[config.mk]
export PLATFORM = sky130hd
export DESIGN_NAME = mff_mac_flow_filter
export DESIGN_NICKNAME = d
export VERILOG_FILES = /design/src/hdl/mff_pkg.sv /design/src/hdl/mff_mac_flow_filter.sv
export SDC_FILE = /design/constraint.sdc
export NUM_CORES = 1
export LEC_CHECK = 0
export ABC_AREA = 1
export BUFFER_PORTS_ARGS = -buffer_cell sky130_fd_sc_hd__buf_2
export CORE_MARGIN = 1.5
export CORE_UTILIZATION = 32
export CTS_CLUSTER_DIAMETER = 150
export DETAILED_ROUTE_END_ITERATION = 12
export PLACE_DENSITY = 0.5
export SYNTH_ARGS = -nofsm -noshare
export SYNTH_HDL_FRONTEND = slang
export SYNTH_SLANG_ARGS = --single-unit
[constraint.sdc]
create_clock -name sys_clk -period 8.43 [get_ports sys_clk]
set_input_delay 1.2645 -clock sys_clk [delete_from_list [all_inputs] [get_ports sys_clk]]
set_output_delay 1.2645 -clock sys_clk [all_outputs]
set_load 0.01 [all_outputs]
[src/hdl/mff_pkg.sv]
// Purpose: Shared constants for the MAC flow, back-off and filter control block
// Assumes: 250 MHz system clock, link timing counted in nibble (4-bit) times
// Notes:   Register offsets are byte addresses on the 8-bit register port
package mff_pkg;
    localparam int unsigned CLK_NS         = 4;
    // Nibble times at each link speed
    localparam int unsigned NIBBLE_NS_100  = 40;
    localparam int unsigned NIBBLE_NS_10   = 400;
    localparam int unsigned NIB_CYC_100    = NIBBLE_NS_100 / CLK_NS;
    localparam int unsigned NIB_CYC_10     = NIBBLE_NS_10 / CLK_NS;
    // Bit-time figures converted to nibble times
    localparam int unsigned IPG_BITS       = 96;
    localparam int unsigned SLOT_BITS      = 512;
    localparam logic [7:0]  IPG_NIB        = 8'(IPG_BITS / 4);
    localparam logic [7:0]  SLOT_NIB       = 8'(SLOT_BITS / 4);
    localparam logic [4:0]  MAX_ATTEMPTS   = 5'h10;
    localparam logic [3:0]  BACKOFF_LIMIT  = 4'hA;
    // Backpressure carrier on time and silent gap, in nibbles
    localparam logic [15:0] BP_ON_NIB      = 16'h2000;
    localparam logic [15:0] BP_GAP_NIB     = 16'h0008;
    localparam logic [15:0] XOFF_TIME      = 16'hFFFF;
    localparam logic [15:0] XON_TIME       = 16'h0000;
    // Register map
    localparam logic [7:0]  LOW_WM_OFS     = 8'hB0;
    localparam logic [7:0]  HIGH_WM_OFS    = 8'hB2;
    localparam logic [7:0]  OVR_WM_OFS     = 8'hB4;
    localparam logic [15:0] LOW_WM_RST     = 16'h1400;
    localparam logic [15:0] HIGH_WM_RST    = 16'h0C00;
    localparam logic [15:0] OVR_WM_RST     = 16'h0100;
    // Destination filter schemes
    localparam logic [3:0]  FLT_ALL        = 4'h0;
    localparam logic [3:0]  FLT_PERFECT    = 4'h1;
    localparam logic [3:0]  FLT_INV_PERF   = 4'h2;
    localparam logic [3:0]  FLT_HASH       = 4'h3;
    localparam logic [3:0]  FLT_INV_HASH   = 4'h4;
    localparam logic [3:0]  FLT_PERF_ALLMC = 4'h5;
    localparam logic [3:0]  FLT_PERF_HASHM = 4'h6;
    localparam logic [3:0]  FLT_ALLU_HASHM = 4'h7;
    localparam logic [3:0]  FLT_PERF_NOMC  = 4'h8;
    localparam logic [3:0]  FLT_MC_ONLY    = 4'h9;
    localparam logic [3:0]  FLT_PERF_BCAST = 4'hA;
    typedef enum {TX_IDLE, TX_IPG, TX_XMIT, TX_BACKOFF, TX_BP_ON, TX_BP_GAP} mff_tx_type;
endpackage : mff_pkg

[src/hdl/mff_mac_flow_filter.sv]
// Purpose: MAC transmit timing, pause flow control, backpressure and DA filtering
// Assumes: Datapath sends frames on tx_start and reports their end on tx_frame_end
// Notes:   All link timing counts whole nibble times of the selected speed
// Behaviour
// - After a good frame, keep at least 96 bit times idle before next.
// - After collisions, time the 96-bit gap from carrier sense dropping.
// - Half duplex uses binary exponential back-off; drop after 16 collisions.
// - Collision later than 512 bit times into a frame drops it, no retry.
// - Received pause withholds the next normal frame until pause timer expires.
// - A new pause frame while timing reloads the timer with its value.
// - While paused only our own flow control frames are sent.
// - Start pausing when free queue space falls to high watermark.
// - Stop pausing when free space recovers to low watermark, giving hysteresis.
// - Drop incoming frames when free space falls to the overrun watermark.
// - Flow control on sends a pause frame with maximum pause time.
// - When resources free up, send pause frame with zero pause time.
// - Half-duplex backpressure uses same watermarks and sends preamble as carrier.
// - Long backpressure drops carrier briefly then raises it again quickly.
// - Own queued frames interrupt backpressure, which resumes afterwards.
// - Collision during backpressure skips back-off and regenerates carrier at once.
// - Eleven selectable destination-address filtering schemes are offered.
// - Destination address compared with station address or 64-bit hash table.
// - First transmitted DA bit, bit 40, zero means individual, one multicast.
// - With the own-source drop bit set, frames with our source address drop.
`timescale 1ns/1ns
module mff_mac_flow_filter #(
    parameter int unsigned LFSR_SEED = 16'hACE1
) (
    // Clock and reset
    input  wire logic        sys_clk,
    input  wire logic        reset,
    // Register port
    input  wire logic [7:0]  reg_addr,
    input  wire logic        reg_wr,
    input  wire logic [15:0] reg_wdata,
    output logic      [15:0] reg_rdata,
    // Configuration
    input  wire logic        full_duplex,
    input  wire logic        speed_100,
    input  wire logic        backpressure_en,
    input  wire logic [47:0] station_addr,
    input  wire logic [63:0] hash_table,
    input  wire logic [3:0]  filter_mode,
    input  wire logic        rx_enable,
    input  wire logic        rx_unicast_en,
    input  wire logic        rx_multicast_en,
    input  wire logic        rx_drop_own_sa,
    // PHY side
    input  wire logic        phy_crs,
    input  wire logic        phy_col,
    output logic             phy_bp_carrier,
    // Transmit queue and datapath
    input  wire logic        tx_frame_req,
    input  wire logic        tx_frame_end,
    output logic             tx_start,
    output logic             tx_is_pause,
    output logic      [15:0] tx_pause_time,
    output logic             tx_abort,
    output logic             tx_drop,
    output logic             tx_done_ok,
    // Receive side
    input  wire logic        rx_pause_valid,
    input  wire logic [15:0] rx_pause_quanta,
    input  wire logic [15:0] rxq_free_bytes,
    input  wire logic        rx_addr_valid,
    input  wire logic [47:0] rx_da,
    input  wire logic [47:0] rx_sa,
    output logic             rx_accept,
    output logic             rx_reject,
    output logic             rx_overrun_drop,
    // Status
    output logic             tx_paused,
    output logic             flow_active
);
    if (LFSR_SEED == 0 || LFSR_SEED > 16'hFFFF) begin : g_seed_chk
        $error("LFSR_SEED must be a nonzero 16-bit value");
    end

    function automatic logic [5:0] hash_index(input logic [47:0] da);
        logic [31:0] crc;
        logic        fb;
        crc = 32'hFFFFFFFF;
        // Bytes go out first byte first, each byte LSB first
        for (int b = 0; b < 6; b++) begin
            for (int i = 0; i < 8; i++) begin
                fb = crc[31] ^ da[47 - 8 * b - 7 + i];
                crc = {crc[30:0], 1'b0} ^ (fb ? 32'h04C11DB7 : 32'h00000000);
            end
        end
        return crc[31:26];
    endfunction : hash_index

    ////////////////////////////////////////////////////////////////////////////
    // Registers and nibble timebase
    logic [15:0] low_wm_reg, low_wm_next, high_wm_reg, high_wm_next;
    logic [15:0] ovr_wm_reg, ovr_wm_next, rdata_next;
    logic [6:0]  div_reg, div_next;
    logic        nib;

    assign nib = (div_reg == 7'h00);
    always_comb begin
        low_wm_next  = low_wm_reg;
        high_wm_next = high_wm_reg;
        ovr_wm_next  = ovr_wm_reg;
        if (reg_wr && reg_addr == mff_pkg::LOW_WM_OFS) low_wm_next = reg_wdata;
        if (reg_wr && reg_addr == mff_pkg::HIGH_WM_OFS) high_wm_next = reg_wdata;
        if (reg_wr && reg_addr == mff_pkg::OVR_WM_OFS) ovr_wm_next = reg_wdata;
        case (reg_addr)
            mff_pkg::LOW_WM_OFS:  rdata_next = low_wm_reg;
            mff_pkg::HIGH_WM_OFS: rdata_next = high_wm_reg;
            mff_pkg::OVR_WM_OFS:  rdata_next = ovr_wm_reg;
            default:              rdata_next = 16'h0000;
        endcase
        if (nib) begin
            div_next = speed_100 ? 7'(mff_pkg::NIB_CYC_100 - 1) : 7'(mff_pkg::NIB_CYC_10 - 1);
        end else begin
            div_next = div_reg - 7'h01;
        end
    end
    always_ff @(posedge sys_clk) begin
        if (reset) begin
            low_wm_reg  <= mff_pkg::LOW_WM_RST;
            high_wm_reg <= mff_pkg::HIGH_WM_RST;
            ovr_wm_reg  <= mff_pkg::OVR_WM_RST;
            reg_rdata   <= 16'h0000;
            div_reg     <= 7'h00;
        end else begin
            low_wm_reg  <= low_wm_next;
            high_wm_reg <= high_wm_next;
            ovr_wm_reg  <= ovr_wm_next;
            reg_rdata   <= rdata_next;
            div_reg     <= div_next;
        end
    end

    ////////////////////////////////////////////////////////////////////////////
    // Watermark flow control and received pause timer
    logic        flow_next, pend_reg, pend_next, ovr_next, tx_pause_start;
    logic [15:0] ptime_next, pq_reg, pq_next;
    logic [7:0]  psub_reg, psub_next;

    always_comb begin
        flow_next  = flow_active;
        pend_next  = pend_reg;
        ptime_next = tx_pause_time;
        if (tx_pause_start) pend_next = 1'b0;
        if (!flow_active && rxq_free_bytes <= high_wm_reg) begin
            flow_next  = 1'b1;
            pend_next  = full_duplex;
            ptime_next = mff_pkg::XOFF_TIME;
        end else if (flow_active && rxq_free_bytes >= low_wm_reg) begin
            flow_next  = 1'b0;
            pend_next  = full_duplex;
            ptime_next = mff_pkg::XON_TIME;
        end
        ovr_next = (rxq_free_bytes <= ovr_wm_reg);
        pq_next   = pq_reg;
        psub_next = psub_reg;
        if (rx_pause_valid && full_duplex) begin
            pq_next   = rx_pause_quanta;
            psub_next = mff_pkg::SLOT_NIB - 8'h01;
        end else if (nib && pq_reg != 16'h0000) begin
            if (psub_reg == 8'h00) begin
                psub_next = mff_pkg::SLOT_NIB - 8'h01;
                pq_next   = pq_reg - 16'h0001;
            end else begin
                psub_next = psub_reg - 8'h01;
            end
        end
    end
    always_ff @(posedge sys_clk) begin
        if (reset) begin
            flow_active     <= 1'b0;
            pend_reg        <= 1'b0;
            tx_pause_time   <= mff_pkg::XON_TIME;
            rx_overrun_drop <= 1'b0;
            pq_reg          <= 16'h0000;
            psub_reg        <= 8'h00;
        end else begin
            flow_active     <= flow_next;
            pend_reg        <= pend_next;
            tx_pause_time   <= ptime_next;
            rx_overrun_drop <= ovr_next;
            pq_reg          <= pq_next;
            psub_reg        <= psub_next;
        end
    end
    assign tx_paused = (pq_reg != 16'h0000);

    ////////////////////////////////////////////////////////////////////////////
    // Transmit timing: gap, collisions, back-off, backpressure carrier
    mff_pkg::mff_tx_type st_reg, st_next;
    logic [15:0] cnt_reg, cnt_next, lfsr_reg, lfsr_next;
    logic [9:0]  slots_reg, slots_next, mask;
    logic [7:0]  sub_reg, sub_next;
    logic [4:0]  ncol_reg, ncol_next;
    logic        coll_reg, coll_next, pause_reg, pause_next, bp_want;
    logic        start_n, abort_n, drop_n, ok_n, carrier_n;

    assign bp_want = flow_active && !full_duplex && backpressure_en;
    assign tx_pause_start = start_n && pend_reg;
    always_comb begin
        st_next    = st_reg;
        cnt_next   = cnt_reg;
        sub_next   = sub_reg;
        slots_next = slots_reg;
        ncol_next  = ncol_reg;
        coll_next  = coll_reg;
        pause_next = pause_reg;
        lfsr_next  = {lfsr_reg[14:0], lfsr_reg[15] ^ lfsr_reg[13] ^ lfsr_reg[12] ^ lfsr_reg[10]};
        mask       = 10'(({1'b0, 10'h3FF} >> (4'hA - ((ncol_reg >= 5'(mff_pkg::BACKOFF_LIMIT))
                     ? mff_pkg::BACKOFF_LIMIT : ncol_reg[3:0] + 4'h1))));
        start_n    = 1'b0;
        abort_n    = 1'b0;
        drop_n     = 1'b0;
        ok_n       = 1'b0;
        carrier_n  = 1'b0;
        case (st_reg)
            mff_pkg::TX_IDLE: begin
                if (pend_reg || (tx_frame_req && !tx_paused)) begin
                    st_next  = mff_pkg::TX_IPG;
                    cnt_next = 16'h0000;
                end else if (bp_want) begin
                    st_next  = mff_pkg::TX_BP_ON;
                    cnt_next = 16'h0000;
                end
            end
            mff_pkg::TX_IPG: begin
                if (coll_reg && phy_crs && !full_duplex) begin
                    cnt_next = 16'h0000;
                end else if (nib) begin
                    cnt_next = cnt_reg + 16'h0001;
                end
                if (cnt_reg >= 16'(mff_pkg::IPG_NIB)) begin
                    if (pend_reg || (tx_frame_req && !tx_paused)) begin
                        start_n    = 1'b1;
                        pause_next = pend_reg;
                        st_next    = mff_pkg::TX_XMIT;
                        cnt_next   = 16'h0000;
                    end else begin
                        st_next = mff_pkg::TX_IDLE;
                    end
                end
            end
            mff_pkg::TX_XMIT: begin
                if (nib && cnt_reg != 16'hFFFF) cnt_next = cnt_reg + 16'h0001;
                if (phy_col && !full_duplex) begin
                    abort_n   = 1'b1;
                    coll_next = 1'b1;
                    ncol_next = ncol_reg + 5'h01;
                    lfsr_next = lfsr_reg;
                    if (cnt_reg > 16'(mff_pkg::SLOT_NIB)) begin
                        drop_n    = 1'b1;
                        ncol_next = 5'h00;
                        st_next   = bp_want ? mff_pkg::TX_BP_ON : mff_pkg::TX_IPG;
                    end else if (ncol_reg + 5'h01 >= mff_pkg::MAX_ATTEMPTS) begin
                        drop_n    = 1'b1;
                        ncol_next = 5'h00;
                        st_next   = bp_want ? mff_pkg::TX_BP_ON : mff_pkg::TX_IPG;
                    end else if (bp_want) begin
                        st_next = mff_pkg::TX_BP_ON;
                    end else begin
                        st_next    = mff_pkg::TX_BACKOFF;
                        slots_next = lfsr_reg[9:0] & mask;
                        sub_next   = mff_pkg::SLOT_NIB - 8'h01;
                    end
                    cnt_next = 16'h0000;
                end else if (tx_frame_end) begin
                    ok_n      = 1'b1;
                    ncol_next = 5'h00;
                    coll_next = 1'b0;
                    cnt_next  = 16'h0000;
                    st_next   = bp_want ? mff_pkg::TX_BP_ON : mff_pkg::TX_IPG;
                end
            end
            mff_pkg::TX_BACKOFF: begin
                if (slots_reg == 10'h000) begin
                    st_next  = mff_pkg::TX_IPG;
                    cnt_next = 16'h0000;
                end else if (nib) begin
                    if (sub_reg == 8'h00) begin
                        sub_next   = mff_pkg::SLOT_NIB - 8'h01;
                        slots_next = slots_reg - 10'h001;
                    end else begin
                        sub_next = sub_reg - 8'h01;
                    end
                end
            end
            mff_pkg::TX_BP_ON: begin
                carrier_n = 1'b1;
                if (nib) cnt_next = cnt_reg + 16'h0001;
                if (!bp_want || tx_frame_req || pend_reg) begin
                    st_next   = mff_pkg::TX_IPG;
                    coll_next = 1'b0;
                    cnt_next  = 16'h0000;
                end else if (cnt_reg >= mff_pkg::BP_ON_NIB && !phy_col) begin
                    st_next  = mff_pkg::TX_BP_GAP;
                    cnt_next = 16'h0000;
                end
            end
            mff_pkg::TX_BP_GAP: begin
                if (nib) cnt_next = cnt_reg + 16'h0001;
                if (cnt_reg >= mff_pkg::BP_GAP_NIB) begin
                    st_next  = bp_want ? mff_pkg::TX_BP_ON : mff_pkg::TX_IDLE;
                    cnt_next = 16'h0000;
                end
            end
            default: st_next = mff_pkg::TX_IDLE;
        endcase
    end
    always_ff @(posedge sys_clk) begin
        if (reset) begin
            st_reg         <= mff_pkg::TX_IDLE;
            cnt_reg        <= 16'h0000;
            sub_reg        <= 8'h00;
            slots_reg      <= 10'h000;
            ncol_reg       <= 5'h00;
            coll_reg       <= 1'b0;
            pause_reg      <= 1'b0;
            lfsr_reg       <= 16'(LFSR_SEED);
            tx_start       <= 1'b0;
            tx_abort       <= 1'b0;
            tx_drop        <= 1'b0;
            tx_done_ok     <= 1'b0;
            phy_bp_carrier <= 1'b0;
        end else begin
            st_reg         <= st_next;
            cnt_reg        <= cnt_next;
            sub_reg        <= sub_next;
            slots_reg      <= slots_next;
            ncol_reg       <= ncol_next;
            coll_reg       <= coll_next;
            pause_reg      <= pause_next;
            lfsr_reg       <= lfsr_next;
            tx_start       <= start_n;
            tx_abort       <= abort_n;
            tx_drop        <= drop_n;
            tx_done_ok     <= ok_n;
            phy_bp_carrier <= carrier_n;
        end
    end
    assign tx_is_pause = pause_reg;

    ////////////////////////////////////////////////////////////////////////////
    // Destination address filter
    logic acc_n, rej_n, mcast, perf, hsh, bcast, pass;

    always_comb begin
        mcast = rx_da[40];
        bcast = (rx_da == 48'hFFFFFFFFFFFF);
        perf  = (rx_da == station_addr);
        hsh   = hash_table[hash_index(rx_da)];
        case (filter_mode)
            mff_pkg::FLT_ALL:        pass = 1'b1;
            mff_pkg::FLT_PERFECT:    pass = perf;
            mff_pkg::FLT_INV_PERF:   pass = !perf;
            mff_pkg::FLT_HASH:       pass = hsh;
            mff_pkg::FLT_INV_HASH:   pass = !hsh;
            mff_pkg::FLT_PERF_ALLMC: pass = mcast || perf;
            mff_pkg::FLT_PERF_HASHM: pass = mcast ? hsh : perf;
            mff_pkg::FLT_ALLU_HASHM: pass = mcast ? hsh : 1'b1;
            mff_pkg::FLT_PERF_NOMC:  pass = !mcast && perf;
            mff_pkg::FLT_MC_ONLY:    pass = mcast;
            mff_pkg::FLT_PERF_BCAST: pass = bcast || perf;
            default:                 pass = 1'b0;
        endcase
        // Software-owned enables gate every scheme
        pass = pass && rx_enable && (mcast ? rx_multicast_en : rx_unicast_en);
        if (rx_drop_own_sa && rx_sa == station_addr) pass = 1'b0;
        if (rx_overrun_drop) pass = 1'b0;
        acc_n = rx_addr_valid && pass;
        rej_n = rx_addr_valid && !pass;
    end
    always_ff @(posedge sys_clk) begin
        if (reset) begin
            rx_accept <= 1'b0;
            rx_reject <= 1'b0;
        end else begin
            rx_accept <= acc_n;
            rx_reject <= rej_n;
        end
    end
endmodule : mff_mac_flow_filter

==> impl_results.md <==
* Root Driver: clkbuf_16
* Worst Tran Pin Value at 1280 ps
* Setup TNS at 0 ps
* Final setup viols at 0
* DP Worst Slack at 1600 ps
* Fin Clk Skew at 13.3 ps
* Commonest non-fill, non-tap cells in the layout: nand2_1 (963), nand3_1 (357), inv_1 (352)
* CP startpoint kind: input pin
* Met3 wire length at ~3800 microns
* Critical path class: in2reg
* Final Cell Area at just over 0.02 sq mm
* Max stage delay cell, worst path: ha_1
* M1 wire length at 32500 microns
* Register bit total from synthesis at 165
* Worst EP arrival at 6800 ps
* P_leak at 10.7 nW
* Clk_lat worst skew at 450 ps
* CP required at 8760 ps
* Sequential cell area fraction in the yosys report at a little under a fifth
* Total GRT Usage at 24.4%
* WL met2 at between 30000 and 40000 microns
* Rows at 85
* Height of the die at 237 microns
* Num ports at 327
* Core area at 0.0540 sq mm
* Avg WL per Cell at 17.7 microns
* Outcome: completed
* First-iteration detailed-routing DRC count at approximately 1300
* Setup slack after layout at between 1500 and 2000 ps
* Ys async rst share at 0%
* Syn_nets at about 3300
* Area of the multi-input gates at ~0.012 sq mm
* Max_slew headroom at 13.9%
* Worst Path Max Fanout at 33
* Synth-to-Final Area Change at 15.7%
* Routed Antenna Nets at 0
* Synth Area per Inst at 5.92 sq um
* Vias post-DR at 20200
* Post_cts resized at 0
* Residual DRC count at 0
* Hold Path Depth at 1
* Post-Synthesis Cell Area at approximately 0.018 sq mm
* Ys flop type: dfxtp_1
* First-pass GRT wire length at about 110000 microns
* Share of cells above drive strength 1 at 18.1%
* Period Utilization, post-route at between 70% and 80%
* Syn. warnings at 0
* Congestion Overflow GR at 0
* WL final at 70100 microns
* Min cycle time layout at 6470 ps
* Fill cell count at 5958
* Placer Congestion at 0.963
* Setup Buffers After CTS at 0
* Sinks on the clock net at 165
* Total of max-cap violations at 0
* R2R depth at 15
* TritonCTS clock tree: built
* Cell variety after synth at 51
* Final hold viol count at 0
* CTS max path bufs at 2
* Reg area at 0.00330 sq mm
* CP max stage delay at 480 ps
* Nets at ~3600
* Fmax at 154 MHz
* Vias in the first global route at 18800
* Die ar. at ~0.056 sq mm
* Via/cell ratio at 5.09
* Post-synth EDFFs at 0
* Setup crit end kind: flop
* Clock transition at the registers of the reported paths at approximately 70 ps
* Initial Util at roughly 33%
* Gate Count Post-Synth at 2972
* Initial antenna violation count at 6
* CTS Buf Count at 17
* Drt pass-1 iters at 5
* DP HPWL at ~58000 microns
* Post-CTS Hold Fix Bufs at 0
* Peak VDD IR at 501 uV
* Largest net degree at the start of global routing at 71
* Hold WC Path Type: reg2reg
* Post-Place Cell Area at 0.0197 sq mm
* Final Max Slew Viols at 0
* Top Layer Used: met5
* Port Buf Inserts at 326
* Width of the die at 237 microns
* Unrepaired setup endpoints after global routing: no
* H-tree levels at 4
* Most common cell after layout, fill and taps aside: nand2_1
* Pwr/cell area at ~410 mW/mm^2
* Most frequent cell on the critical path: nand2_1
critical path, delay by kind of cell:
family / cells / cell delay [ps]
fa+ha+maj: 1 / 480
simple gates: 35 / 4420
buf+inv: 5 / 570
synthesized netlist by cell type (all sizes together), types with 2 or more instances:
| cell | instances | share of area, % |
|---|---|---|
| dfxtp | 165 | 19 |
| nand3b | 12 | 0.53 |
| a31oi | 21 | 0.75 |
| nand2 | 1096 | 26 |
| o21a | 3 | 0.13 |
| nand4 | 34 | 1.2 |
| a22o | 3 | 0.15 |
| nor3 | 36 | 1.0 |
| ha | 65 | 4.6 |
| a221oi | 6 | 0.30 |
| o22ai | 17 | 0.60 |
| o21ai | 138 | 3.9 |
| or2 | 14 | 0.50 |
| nand3 | 390 | 12 |
| buf | 45 | 2.0 |
| a41oi | 2 | 0.10 |
| clkinv | 2 | 0.043 |
| o211ai | 14 | 0.60 |
| a211oi | 12 | 0.51 |
| nor2 | 140 | 3.1 |
| a21oi | 137 | 3.9 |
| clkbuf | 33 | 0.70 |
| xnor2 | 40 | 2.0 |
| o221ai | 14 | 0.70 |
| o2111ai | 2 | 0.10 |
| xor2 | 104 | 5.2 |
| o311ai | 2 | 0.10 |
| a311oi | 2 | 0.10 |
| inv | 390 | 8.4 |
| nor4 | 25 | 0.89 |
area by class of cell:
cell class                 instances  share of cell area [%]
antenna                            4                  0.0492
tap                              696                    4.28
sequential                       165                    16.2
multi-input combinational       2337                    60.6
inverter                         392                    7.26
clock inverter                    15                    1.23
timing repair buffer             334                    8.31
clock buffer                      17                    2.09
path summary, 6_finish.rpt:
kind / to / start / slack (ps)
min: div_reg[0] / div_reg[0] / 440
max: rx_accept / rx_da[41] / 1960
min reg2reg: div_reg[0] / div_reg[0] / 440
max reg2reg: cnt_reg[7] / pq_reg[0] / 3550
kinds of logic after synthesis:
| family | share of synthesized area (%) |
|---|---|
| xor+xnor | 7.17 |
| fa+ha+maj | 4.62 |
| buf+inv | 11.2 |
| flops | 18.8 |
| simple gates | 46.0 |
| compound gates | 12.2 |
per-stage QoR:
stage / power (mW) / hold WS, ps / utilization, % / instances
floorplan: 6.17 / 412 / - / 2972
global placement: 7.45 / 425 / 36.4 / 3924
detailed placement: 7.44 / 431 / 36.4 / 3924
CTS: 8.37 / 441 / 37.7 / 3956
global route: 9.31 / 477 / 37.7 / 3959
finish: 8.36 / 437 / 37.7 / 3960
power by group:
part           switching (mW)  internal, mW  total, mW
Sequential             0.0708         0.869      0.940
Clock                   0.347         0.559      0.905
Combinational            4.47          2.04       6.51
per-layer routing:
layer  vias to the layer above  global-route usage [%]
met1                      9236                    32.7
met2                       638                    40.8
li1                      10200                       -
met4                         2                    6.33
met3                        85                    3.53
met5                         -                       0
No activity file was read; power rests on OpenSTA's default activity.
